`src/rtl/lfm_pkg.sv`:
```
package lfm_pkg;

	// ****************************************
	// sizes and timing
	// ****************************************
	localparam int NUM_CH = 6;
	localparam int CLK_PERIOD_NS = 50;
	localparam int ENABLE_LOW_TIME_NS = 30500000;
	localparam int OPEN_HOT_TIME_NS = 800000;
	// least time: round up
	localparam int ENABLE_LOW_CYC = (ENABLE_LOW_TIME_NS + CLK_PERIOD_NS - 1) / CLK_PERIOD_NS;
	// longest time: round down
	localparam int OPEN_HOT_CYC = OPEN_HOT_TIME_NS / CLK_PERIOD_NS;
	localparam int EN_CNT_W = 20;
	localparam int OPEN_CNT_W = 14;
	localparam logic [2:0] FAULT_PWM_CYCLES = 3'h6;

	// ****************************************
	// reset values and derating steps
	// ****************************************
	localparam logic [1:0] DERATE_FULL = 2'h0;
	localparam logic [1:0] DERATE_LAST = 2'h3;

	// ****************************************
	// types
	// ****************************************
	typedef enum logic [2:0] {
		ST_OFF,
		ST_STARTUP,
		ST_RUN,
		ST_THERMAL,
		ST_SHUTDOWN
	} lfm_state_e;

	// comparator levels, synchronised before use
	typedef struct packed {
		logic chipEnable;
		logic supplyLockout;
		logic boostOutputVoltageAtLimit;
		logic overvoltageSenseHigh;
		logic tempLower;
		logic tempUpper;
		logic tempCooled;
		logic boostSwitchNodeHigh;
		logic [NUM_CH-1:0] ledChannelAtTarget;
		logic [NUM_CH-1:0] channelShortDetect;
	} lfm_in_s;

	typedef struct packed {
		lfm_state_e fsm;
		logic [NUM_CH-1:0] good;
		logic [NUM_CH-1:0] openDet;
		logic [NUM_CH-1:0] chanOff;
		logic [NUM_CH-1:0][OPEN_CNT_W-1:0] openCnt;
		logic [NUM_CH-1:0][2:0] shortCnt;
		logic [1:0] derate;
		logic [EN_CNT_W-1:0] enLowCnt;
		logic senseArmed;
		logic swOn;
		logic [NUM_CH-1:0] chanEnable;
		logic active;
		logic fault;
		logic protectOff;
		logic inject;
	} lfm_st_s;

endpackage

```
`src/rtl/lfm_sync_bank.sv`:
```
module lfm_sync_bank (
	input wire logic clk,
	input wire logic rst,
	input wire lfm_pkg::lfm_in_s raw,
	output lfm_pkg::lfm_in_s synced
);

	typedef struct packed {
		lfm_pkg::lfm_in_s stage1;
		lfm_pkg::lfm_in_s stage2;
	} lfm_sync_s;

	lfm_sync_s st;
	lfm_sync_s next_st;

	// ****************************************
	// two-flop synchroniser
	// ****************************************
	always_comb
	begin
		next_st = st;
		next_st.stage1 = raw;
		next_st.stage2 = st.stage1;
	end

	always_ff @(posedge clk)
	begin
		if (rst)
		begin
			st <= '0;
		end
		else
		begin
			st <= next_st;
		end
	end

	assign synced = st.stage2;

endmodule

```
`src/rtl/lfm_fault_manager.sv`:
```
// How it works
// - channel reaching target current becomes good
// - good channel dropping below target becomes open
// - boost limit or lower temp opens non-good
// - open channel disabled only after time-out
// - hot time-out lasts 800 microseconds
// - lower temp trip marks weak channels open
// - upper temp stops boost and channels
// - resume after cooling, derate 75/50/25 percent
// - thermal trips keep device active
// - zener-bypassed channel kept unless boost limit or lower temp
// - supply lockout halts switching and resets
// - over-limit switch off for rest of cycle
// - startup injects current until node above 1.2V
// - sense rise then fall cuts protection FET
// - high-voltage short disabled after six PWM cycles
// - low-voltage short stays enabled
// - fault flag latches until power or re-enable
// - enable low 30.5 ms shuts device down
module lfm_fault_manager #(
	parameter logic [lfm_pkg::EN_CNT_W-1:0] ENABLE_LOW_CYCLES =
		lfm_pkg::EN_CNT_W'(lfm_pkg::ENABLE_LOW_CYC),
	parameter logic [lfm_pkg::OPEN_CNT_W-1:0] OPEN_HOT_CYCLES =
		lfm_pkg::OPEN_CNT_W'(lfm_pkg::OPEN_HOT_CYC)
) (
	input wire logic clk,
	input wire logic rst,
	input wire lfm_pkg::lfm_in_s sense,
	input wire logic switchRequest,
	input wire logic switchCycleStart,
	input wire logic switchOverLimit,
	input wire logic pwmCycleStart,
	output logic boostSwitchOn,
	output logic [lfm_pkg::NUM_CH-1:0] channelEnable,
	output logic [lfm_pkg::NUM_CH-1:0] channelGood,
	output logic [1:0] currentDerate,
	output logic faultFlag,
	output logic protectFetOff,
	output logic boostSwitchNodeInject,
	output logic deviceActive
);

	// ****************************************
	// input synchronisation
	// ****************************************
	lfm_pkg::lfm_in_s in;

	lfm_sync_bank u_sync (
		.clk(clk),
		.rst(rst),
		.raw(sense),
		.synced(in)
	);

	// ****************************************
	// state
	// ****************************************
	lfm_pkg::lfm_st_s st;
	lfm_pkg::lfm_st_s next_st;
	logic enLowExpired;
	logic hotMode;

	assign enLowExpired = (st.enLowCnt == ENABLE_LOW_CYCLES);
	assign hotMode = in.tempLower;

	// ****************************************
	// next state
	// ****************************************
	always_comb
	begin
		next_st = st;

		// enable low time
		if (in.chipEnable)
		begin
			next_st.enLowCnt = '0;
		end
		else if (!enLowExpired)
		begin
			next_st.enLowCnt = st.enLowCnt + 1'b1;
		end

		unique case (st.fsm)
			lfm_pkg::ST_OFF:
			begin
				if (in.chipEnable)
				begin
					next_st.fault = 1'b0;
					next_st.derate = lfm_pkg::DERATE_FULL;
					next_st.good = '0;
					next_st.openDet = '0;
					next_st.chanOff = '0;
					next_st.openCnt = '0;
					next_st.shortCnt = '0;
					next_st.senseArmed = 1'b0;
					next_st.fsm = lfm_pkg::ST_STARTUP;
				end
			end

			lfm_pkg::ST_STARTUP:
			begin
				// wait for the switch node to charge
				if (in.boostSwitchNodeHigh)
				begin
					next_st.fsm = lfm_pkg::ST_RUN;
				end
			end

			lfm_pkg::ST_RUN:
			begin
				for (int i = 0; i < lfm_pkg::NUM_CH; i++)
				begin
					if (!st.chanOff[i])
					begin
						// classification
						if (in.ledChannelAtTarget[i] && !st.openDet[i])
						begin
							// current held keeps it good
							next_st.good[i] = 1'b1;
						end
						else if (st.good[i] && !in.ledChannelAtTarget[i])
						begin
							next_st.good[i] = 1'b0;
							next_st.openDet[i] = 1'b1;
						end
						else if (!st.good[i] && !in.ledChannelAtTarget[i] &&
							(in.boostOutputVoltageAtLimit || in.tempLower))
						begin
							next_st.openDet[i] = 1'b1;
						end

						// open time-out
						if (st.openDet[i])
						begin
							if (hotMode)
							begin
								if (st.openCnt[i] >= OPEN_HOT_CYCLES - 1'b1)
								begin
									next_st.chanOff[i] = 1'b1;
									next_st.fault = 1'b1;
								end
								else
								begin
									next_st.openCnt[i] = st.openCnt[i] + 1'b1;
								end
							end
							else if (pwmCycleStart)
							begin
								if (st.openCnt[i] >= lfm_pkg::OPEN_CNT_W'(
									lfm_pkg::FAULT_PWM_CYCLES - 3'h1))
								begin
									next_st.chanOff[i] = 1'b1;
									next_st.fault = 1'b1;
								end
								else
								begin
									next_st.openCnt[i] = st.openCnt[i] + 1'b1;
								end
							end
						end

						// pin voltage short time-out
						if (in.channelShortDetect[i])
						begin
							if (pwmCycleStart)
							begin
								if (st.shortCnt[i] == lfm_pkg::FAULT_PWM_CYCLES - 3'h1)
								begin
									next_st.chanOff[i] = 1'b1;
									next_st.fault = 1'b1;
								end
								else
								begin
									next_st.shortCnt[i] = st.shortCnt[i] + 3'h1;
								end
							end
						end
						else
						begin
							// low short keeps conducting
							next_st.shortCnt[i] = 3'h0;
						end
					end
				end

				if (in.tempUpper)
				begin
					next_st.fsm = lfm_pkg::ST_THERMAL;
					next_st.fault = 1'b1;
					if (st.derate != lfm_pkg::DERATE_LAST)
					begin
						next_st.derate = st.derate + 2'h1;
					end
				end
			end

			lfm_pkg::ST_THERMAL:
			begin
				if (in.tempCooled && !in.tempUpper)
				begin
					// re-qualify channels after the restart ramp
					next_st.fsm = lfm_pkg::ST_RUN;
					next_st.good = '0;
					next_st.openDet = '0;
					next_st.openCnt = '0;
					next_st.shortCnt = '0;
				end
			end

			lfm_pkg::ST_SHUTDOWN:
			begin
				next_st.fsm = lfm_pkg::ST_SHUTDOWN;
			end

			default:
			begin
				next_st.fsm = lfm_pkg::ST_OFF;
			end
		endcase

		// output short watch on the sense divider
		if (st.fsm == lfm_pkg::ST_STARTUP || st.fsm == lfm_pkg::ST_RUN ||
			st.fsm == lfm_pkg::ST_THERMAL)
		begin
			if (in.overvoltageSenseHigh)
			begin
				next_st.senseArmed = 1'b1;
			end
			else if (st.senseArmed)
			begin
				next_st.fsm = lfm_pkg::ST_SHUTDOWN;
				next_st.protectOff = 1'b1;
				next_st.fault = 1'b1;
			end
		end

		if (enLowExpired && st.fsm != lfm_pkg::ST_OFF)
		begin
			next_st.fsm = lfm_pkg::ST_OFF;
			next_st.protectOff = 1'b0;
		end

		// registered outputs
		next_st.active = (next_st.fsm != lfm_pkg::ST_OFF) &&
			(next_st.fsm != lfm_pkg::ST_SHUTDOWN);
		next_st.inject = (next_st.fsm == lfm_pkg::ST_STARTUP);
		if (next_st.fsm == lfm_pkg::ST_RUN)
		begin
			next_st.chanEnable = ~next_st.chanOff;
		end
		else
		begin
			next_st.chanEnable = '0;
		end

		// cycle-by-cycle switch limit
		if (next_st.fsm != lfm_pkg::ST_RUN || switchOverLimit)
		begin
			next_st.swOn = 1'b0;
		end
		else if (switchCycleStart)
		begin
			next_st.swOn = switchRequest;
		end
		else if (!switchRequest)
		begin
			next_st.swOn = 1'b0;
		end

		// lockout holds everything in reset
		if (in.supplyLockout)
		begin
			next_st = '0;
		end
	end

	// ****************************************
	// registers
	// ****************************************
	always_ff @(posedge clk)
	begin
		if (rst)
		begin
			st <= '0;
		end
		else
		begin
			st <= next_st;
		end
	end

	// ****************************************
	// outputs
	// ****************************************
	assign boostSwitchOn = st.swOn;
	assign channelEnable = st.chanEnable;
	assign channelGood = st.good;
	assign currentDerate = st.derate;
	assign faultFlag = st.fault;
	assign protectFetOff = st.protectOff;
	assign boostSwitchNodeInject = st.inject;
	assign deviceActive = st.active;

endmodule

```
`config.mk`:
```
export PLATFORM = sky130hd
export DESIGN_NAME = lfm_fault_manager
export DESIGN_NICKNAME = d
export VERILOG_FILES = /design/src/rtl/lfm_pkg.sv /design/src/rtl/lfm_sync_bank.sv /design/src/rtl/lfm_fault_manager.sv
export SDC_FILE = /design/constraint.sdc
export NUM_CORES = 1
export LEC_CHECK = 0
export BUFFER_PORTS_ARGS = -buffer_cell sky130_fd_sc_hd__buf_2
export CAP_MARGIN = 15
export CORE_ASPECT_RATIO = 1.75
export CORE_MARGIN = 4
export CORE_UTILIZATION = 40
export CTS_CLUSTER_DIAMETER = 40
export DETAILED_ROUTE_END_ITERATION = 10
export GPL_ROUTABILITY_DRIVEN = 0
export PLACE_DENSITY = 0.67
export SKIP_CTS_REPAIR_TIMING = 1
export SLEW_MARGIN = 20
export SYNTH_ARGS = -nofsm -noshare
export SYNTH_HDL_FRONTEND = slang
export SYNTH_HIERARCHICAL = 1
export SYNTH_SLANG_ARGS = --single-unit
export TNS_END_PERCENT = 5
```
`constraint.sdc`:
```
create_clock -name clk -period 2.5 [get_ports clk]
set_input_delay 0.25 -clock clk [delete_from_list [all_inputs] [get_ports clk]]
set_output_delay 0.25 -clock clk [all_outputs]
set_load 0.05 [all_outputs]
```
==> results of run 1 <==
[routing by layer]
metal	vias to the layer above	routed length (µm)
met1	3946	9370
met2	200	12600
met3	67	841
met5	-	0
li1	4112	-
met4	0	1140
[critical path, cell delays in order (launching register included)]
cell and delay [ns]:
dfxtp_1 0.43, inv_1 0.11, ha_1 0.19, nor2b_1 0.14
o2111ai_1 0.21, a2111oi_2 0.47, a21oi_2 0.16, or4_1 0.48
a21oi_1 0.14
[sequential cells by signal (all words and copies together) (netlist names)]
register,count
boostSwitchNodeInject,1
boostSwitchOn,1
channelEnable,6
channelGood,6
currentDerate,2
deviceActive,1
faultFlag,1
protectFetOff,1
st,138
u_sync/next_st,20
u_sync/synced,20
[final timing paths]
| check | start | endpoint | cells past startpoint |
|---|---|---|---|
| max | st[109] | st[119] | 8 |
| min | sense[11] | u_sync/next_st[11] | 2 |
| max reg2reg | st[109] | st[119] | 8 |
| min reg2reg | u_sync/next_st[4] | u_sync/synced[4] | 1 |
[final cells by class]
cell class | count | area share
Clock inverter | 15 | 0.0137
Clock buffer | 17 | 0.0382
Inverter | 36 | 0.0121
Timing Repair Buffer | 94 | 0.0582
Multi-Input combinational cell | 830 | 0.489
Tap cell | 308 | 0.0346
Sequential cell | 197 | 0.354
[cell families after synthesis]
| kind of cell | count (synthesis) |
|---|---|
| buffers and inverters | 100 |
| DFF | 197 |
| AOI/OAI and AO/OA | 205 |
| muxes | 7 |
| adders and majority gates | 33 |
| and+or+nand+nor | 523 |
| xor gates and xnor gates | 62 |
[synthesized netlist by cell type (all sizes together), types with 15 or more instances]
cell	instances
xor2	26
or3	27
or4	20
o31ai	15
nor3	33
buf	24
nand4	33
ha	33
dfxtp	197
clkbuf	40
inv	36
nor2	139
nand2	88
nor4	29
a21oi	71
nor2b	46
o21ai	39
xnor2	36
nand3	38
[power by group]
group | internal, µW | switching (µW)
clock | 1340 | 1360
sequential | 3190 | 39.3
combinational | 133 | 233
total | 4660 | 1630
[through the flow]
stage	instance area (µm²)	hold WS [ns]	setup WS, ns
6_report	11100	0.00236	0.113
2_1_floorplan	9800	0.327	0.288
4_1_cts	11100	-0.0626	0.0456
5_1_grt	11100	0.00117	-0.00515
3_5_place_dp	10500	0.418	0.0740
3_3_place_gp	10500	0.412	0.129
==> implementation parameters, run 1 <==
Parameter                              Value

Clock network
  Clock Sinks ... roughly 200
  Clock slew at reported path FFs ... about 0.08 ns
  Number of levels in the clock H-tree ... 4
  TritonCTS buffer count ... 17
  Clock Latency Late Sink ... between 0.4 and 0.5 ns
  Cell chosen for the clock root ... clkbuf_16
  TritonCTS clock tree ... yes
  Max Buffers Root-to-Sink ... 2

Die
  Core ar. ... ~24000 µm²
  Effective utilization at floorplan ... 0.408
  Boundary pin count ... 45
  Die X ... approximately 130 µm
  Number of rows created at floorplan ... 75
  Total Die Area ... roughly 27000 µm²
  Vertical die dimension ... roughly 220 µm

Finish
  Fraction of layout instances using a drive strength above 1 ... 0.166
  Total Nets Final ... ~1200
  Final Core Density ... 0.464
  Most common library cell in the layout ignoring fill and taps ... dfxtp_1
  Final antenna diode count ... 0
  Count of filler cells inserted in the layout ... ~2400
  Post-synthesis to final-layout area growth ... 13.7%
  Most frequent cells in the layout ... dfxtp_1, nor2_1, nand2_1
  Multi-input gate area in the final layout ... roughly 5500 µm²
  FF+latch area ... just under 4000 µm²
  Number of standard cells in the final layout excluding fillers ... between 1000 and 1500

Global route
  Met1 GRT Util ... 0.180
  Pin count of the biggest net entering global routing ... 40
  Initial antenna violation count ... 0
  Met3 track demand over resource in global routing ... 0.0253
  Met2 track demand over resource ... 0.331
  Global-route wire length before repair ... around 39000 µm
  Total global routing overflow ... 0
  GRT Total Usage ... 0.176
  Vias in the first global route ... about 8200
  Layer with the highest usage ... met2

Power and ir drop
  Highest ir drop seen on vdd ... 0.522 mV
  Pwr Density ... 565 nW/µm²
  Total chip power ... 6290 µW
  Leakage ... approximately 0.004 µW

Detailed routing
  DRC violation total after the first TritonRoute iteration ... approximately 370
  Detailed-route vias per instance ... between 5 and 6
  WL final ... between 20000 and 25000 µm
  Via total after detailed routing ... ~8300
  Routed wirelength normalized by instance count ... around 16 µm
  Post-detailed-route count of antenna-violating nets ... 0
  Number of search-and-repair iterations in the first detailed-routing pass ... 5
  Drt drc ... 0

Yosys
  Area contributors post-synth ... dfxtp_1, nor2_1, ha_1
  Most common flop cell mapped by yosys ... dfxtp_1
  Net count after synthesis ... between 1000 and 1500
  Adder-Cell Fraction of Synth Area ... 0.0421
  Post-Synthesis Mean Instance Area ... 8.70 µm²
  Largest family of logic cells by synthesized area ... simple AND/OR/NAND/NOR gates
  Count of distinct cell types in the synthesized netlist ... 80
  Portion of the post-synthesis area used by sequential elements ... 0.402
  Warnings, synthesis ... 6
  Synth Area in Compound Gates ... 0.149
  Seq cells post-synth ... between 150 and 200
  Count of flip-flops with a built-in enable after synthesis ... 0
  Cell Area, Synth ... slightly below 10000 µm²
  Mux cell area share after synthesis ... 0.00715
  Async set-reset flop share out of synthesis ... 0
  Post-Synth Simple-Gate Area ... 0.297
  Fraction of synthesized cell area in xor and xnor cells ... 0.0554
  Share of the synthesized area in the top cell type ... 0.402
  Post-synthesis instance total ... roughly 1100
  Cell taking the most area after synthesis ... dfxtp_1

Place
  Instance count after placement with tap cells included ... approximately 1500
  Placed wire-length estimate ... 17500 µm
  Port buffer count ... 44

STA
  Min Tclk post-route ... about 2.4 ns
  Worst clock skew on the final layout ... between 0.008 and 0.009 ns
  Worst-Margin Slew ... roughly 0.68 ns
  Rel. slew slack ... 0.546
  Timing-limited maximum frequency ... 0.419 GHz
  Final Max Tran Viols ... 0
  RSZ-0062 raised after global routing ... true
  Setup tns final ... 0 ns
  Total of endpoints with negative setup slack in the final report ... 0
  Number of hold violations in the final report ... 0
  Ratio of final minimum period to clock period ... 0.955

Worst hold path
  Worst Hold Class ... in -> reg

Worst setup path
  Type of destination of the critical path ... register
  Crit path DAT ... ~2.8 ns
  Crit start category ... register
  Critical path class ... reg -> reg
  Required @ worst endpoint ... a little under 3 ns
  Flop-to-flop setup slack ... around 0.11 ns
  Max FO, Critical Path ... 6

Outcome
  Outcome ... finished, final reports clean

Flow run
  Max-Cap Viols ... 0
Note: power is estimated with default switching activity, not from simulation.
==> run 2: changes to the inputs <==
--- a/config.mk
+++ b/config.mk
@@ -7,7 +7,7 @@
 export LEC_CHECK = 0
 export BUFFER_PORTS_ARGS = -buffer_cell sky130_fd_sc_hd__buf_2
 export CAP_MARGIN = 15
-export CORE_ASPECT_RATIO = 1.75
+export CORE_ASPECT_RATIO = 0.6
 export CORE_MARGIN = 4
 export CORE_UTILIZATION = 40
 export CTS_CLUSTER_DIAMETER = 40
@@ -15,7 +15,7 @@
 export GPL_ROUTABILITY_DRIVEN = 0
 export PLACE_DENSITY = 0.67
 export SKIP_CTS_REPAIR_TIMING = 1
-export SLEW_MARGIN = 20
+export SLEW_MARGIN = 10
 export SYNTH_ARGS = -nofsm -noshare
 export SYNTH_HDL_FRONTEND = slang
 export SYNTH_HIERARCHICAL = 1
==> implementation parameters, run 2 (synthesis gave the netlist of run 1 again) <==
Parameter                              Value

Detailed routing
  Routed wirelength normalized by instance count ... around 16 µm
  Via total after detailed routing ... about 8300
  Number of search-and-repair iterations in the first detailed-routing pass ... 5
  WL final ... approximately 24000 µm
  Post-detailed-route count of antenna-violating nets ... 0
  Drt drc ... 0
  DRC violation total after the first TritonRoute iteration ... around 700
  Detailed-route vias per instance ... approximately 5.5

Worst setup path
  Crit start category ... register
  CP max stage cell ... or4_1
  Critical path class ... reg -> reg
  Cell type group with the largest total delay on the critical path ... compound AO/OA/AOI/OAI gates
  Flop-to-flop setup slack ... around 0.056 ns
  Worst path buffer plus inverter count ... 0
  Reg2Reg Capture Point ... st[130]
  Max FO, Critical Path ... 7
  R2r startpoint ... st[131]
  Crit path DAT ... 2.78 ns
  Biggest cell delay along the critical path ... between 0.5 and 0.6 ns
  Critical path cell sequence ... or4_1 -> a2111oi_4 -> o2111ai_2 -> o21ai_2 -> a21oi_1 -> a31o_1
  Required @ worst endpoint ... 2.83 ns
  Worst-case reg-to-reg path depth ... 6
  Type of destination of the critical path ... register

Global route
  Pin count of the biggest net entering global routing ... 42
  Vias in the first global route ... 7614
  Global-route wire length before repair ... roughly 40000 µm
  Total global routing overflow ... 0
  GRT Total Usage ... 0.181
  Initial antenna violation count ... 0

Die
  Total Die Area ... about 27000 µm²
  Die X ... 210 µm
  Vertical die dimension ... roughly 130 µm
  Boundary pin count ... 45
  Number of rows created at floorplan ... between 40 and 50
  Core ar. ... between 20000 and 25000 µm²
  Effective utilization at floorplan ... 0.406

Finish
  Most frequent cells in the layout ... dfxtp_1, nor2_1, nand2_1
  Total Nets Final ... between 1000 and 1500
  Number of flip-flops in the largest register ... roughly 140
  Fraction of layout instances using a drive strength above 1 ... 0.172
  Post-synthesis to final-layout area growth ... 14.5%
  Count of filler cells inserted in the layout ... 2300
  Most common library cell in the layout ignoring fill and taps ... dfxtp_1
  Final antenna diode count ... 0
  Top reg by flops ... st
  Final Core Density ... 0.464
  Number of standard cells in the final layout excluding fillers ... around 1500

STA
  Rel. slew slack ... 0.497
  RSZ-0062 raised after global routing ... true
  Ratio of final minimum period to clock period ... 0.977
  Final Max Tran Viols ... 0
  Total of endpoints with negative setup slack in the final report ... 0
  Setup tns final ... 0 ns
  Min Tclk post-route ... between 2 and 2.5 ns
  Worst clock skew on the final layout ... 0.0152 ns
  Worst-case setup margin in the final layout ... between 0.05 and 0.06 ns
  Number of hold violations in the final report ... 0
  Worst hold slack ... roughly 0.011 ns
  Worst-Margin Slew ... roughly 0.75 ns
  Timing-limited maximum frequency ... about 0.41 GHz

Worst hold path
  Hold Path Cell Cnt ... 2
  Origin of the worst min-delay path ... sense[3]
  Worst Hold Class ... in -> reg
  Worst Hold End ... u_sync/next_st[3]

Place
  Placed wire-length estimate ... 17700 µm
  Worst-case setup slack after placement ... between 0.05 and 0.06 ns
  Instance count after placement with tap cells included ... roughly 1500
  Port buffer count ... 44

Power and ir drop
  Leakage ... approximately 0.004 µW
  Highest ir drop seen on vdd ... approximately 0.55 mV
  Pwr Density ... a little under 600 nW/µm²

Flow run
  Max-Cap Viols ... 0

Clock network
  Clock Sinks ... between 150 and 200
  TritonCTS buffer count ... 17
  Clock slew at reported path FFs ... about 0.070 ns
  Cell chosen for the clock root ... clkbuf_16
  TritonCTS clock tree ... yes
  Number of levels in the clock H-tree ... 4
  Max Buffers Root-to-Sink ... 2
  Clock Latency Late Sink ... around 0.45 ns

Outcome
  Outcome ... finished, final reports clean
run 2: cell count changes in the layout (fill, tap and decap cells not counted), moves of 2 or more:
cell,previous run,this run
clkinv_4,0,2
buf_4,45,54
clkbuf_8,0,2
nor4b_1,11,9
bufinv_16,0,2
buf_12,4,1
nor4b_2,3,5
inv_6,9,2
inv_8,3,1
run 2: stage by stage:
stage	total power, µW	area (µm²)
after floorplan	3530	9800
final	6470	11200
after CTS	6510	11200
after detailed placement	3660	10500
after global placement	3650	10500
after global routing	6670	11200
run 2: worst max-delay path by stage:
stage | startpoint | to | slack (ns) | cells after the start
floorplan | st[103] | st[101] | 0.29 | 7
global placement | st[94] | st[101] | 0.04 | 7
detailed placement | st[103] | st[101] | 0.05 | 6
CTS | st[62] | st[62] | 0.03 | 6
global route | st[131] | st[127] | -0.09 | 6
finish | st[131] | st[130] | 0.06 | 6
run 2: metal layers:
metal  part of all wire  wire (µm)  GRT usage
met3              0.069       1700     0.0368
met2               0.39       9590      0.250
met4             0.0081        198     0.0387
met5                  0          0          0
met1               0.53      13000      0.287
run 2: area by class of cell:
class                           instances  area, µm²  share of cell area
Clock inverter                         12        168              0.0149
Tap cell                              322        403              0.0359
Timing Repair Buffer                  100        656              0.0584
Sequential cell                       197       3950               0.352
Inverter                               36        135              0.0120
Multi-Input combinational cell        830       5460               0.487
Clock buffer                           20        457              0.0407
run 2: report_power, final:
part / switching [µW] / leakage (µW) / internal, µW / total [µW]
clock network: 1310 / 0.000301 / 1570 / 2880
registers: 40.3 / 0.00160 / 3190 / 3230
logic: 235 / 0.00221 / 127 / 362
total: 1580 / 0.00411 / 4880 / 6470
run 2: worst reg2reg max path, cell delays in order (launching register included):
cell and delay, ns:
dfxtp_1 0.35, or4_1 0.58, a2111oi_4 0.38, o2111ai_2 0.34
o21ai_2 0.39, a21oi_1 0.11, a31o_1 0.20
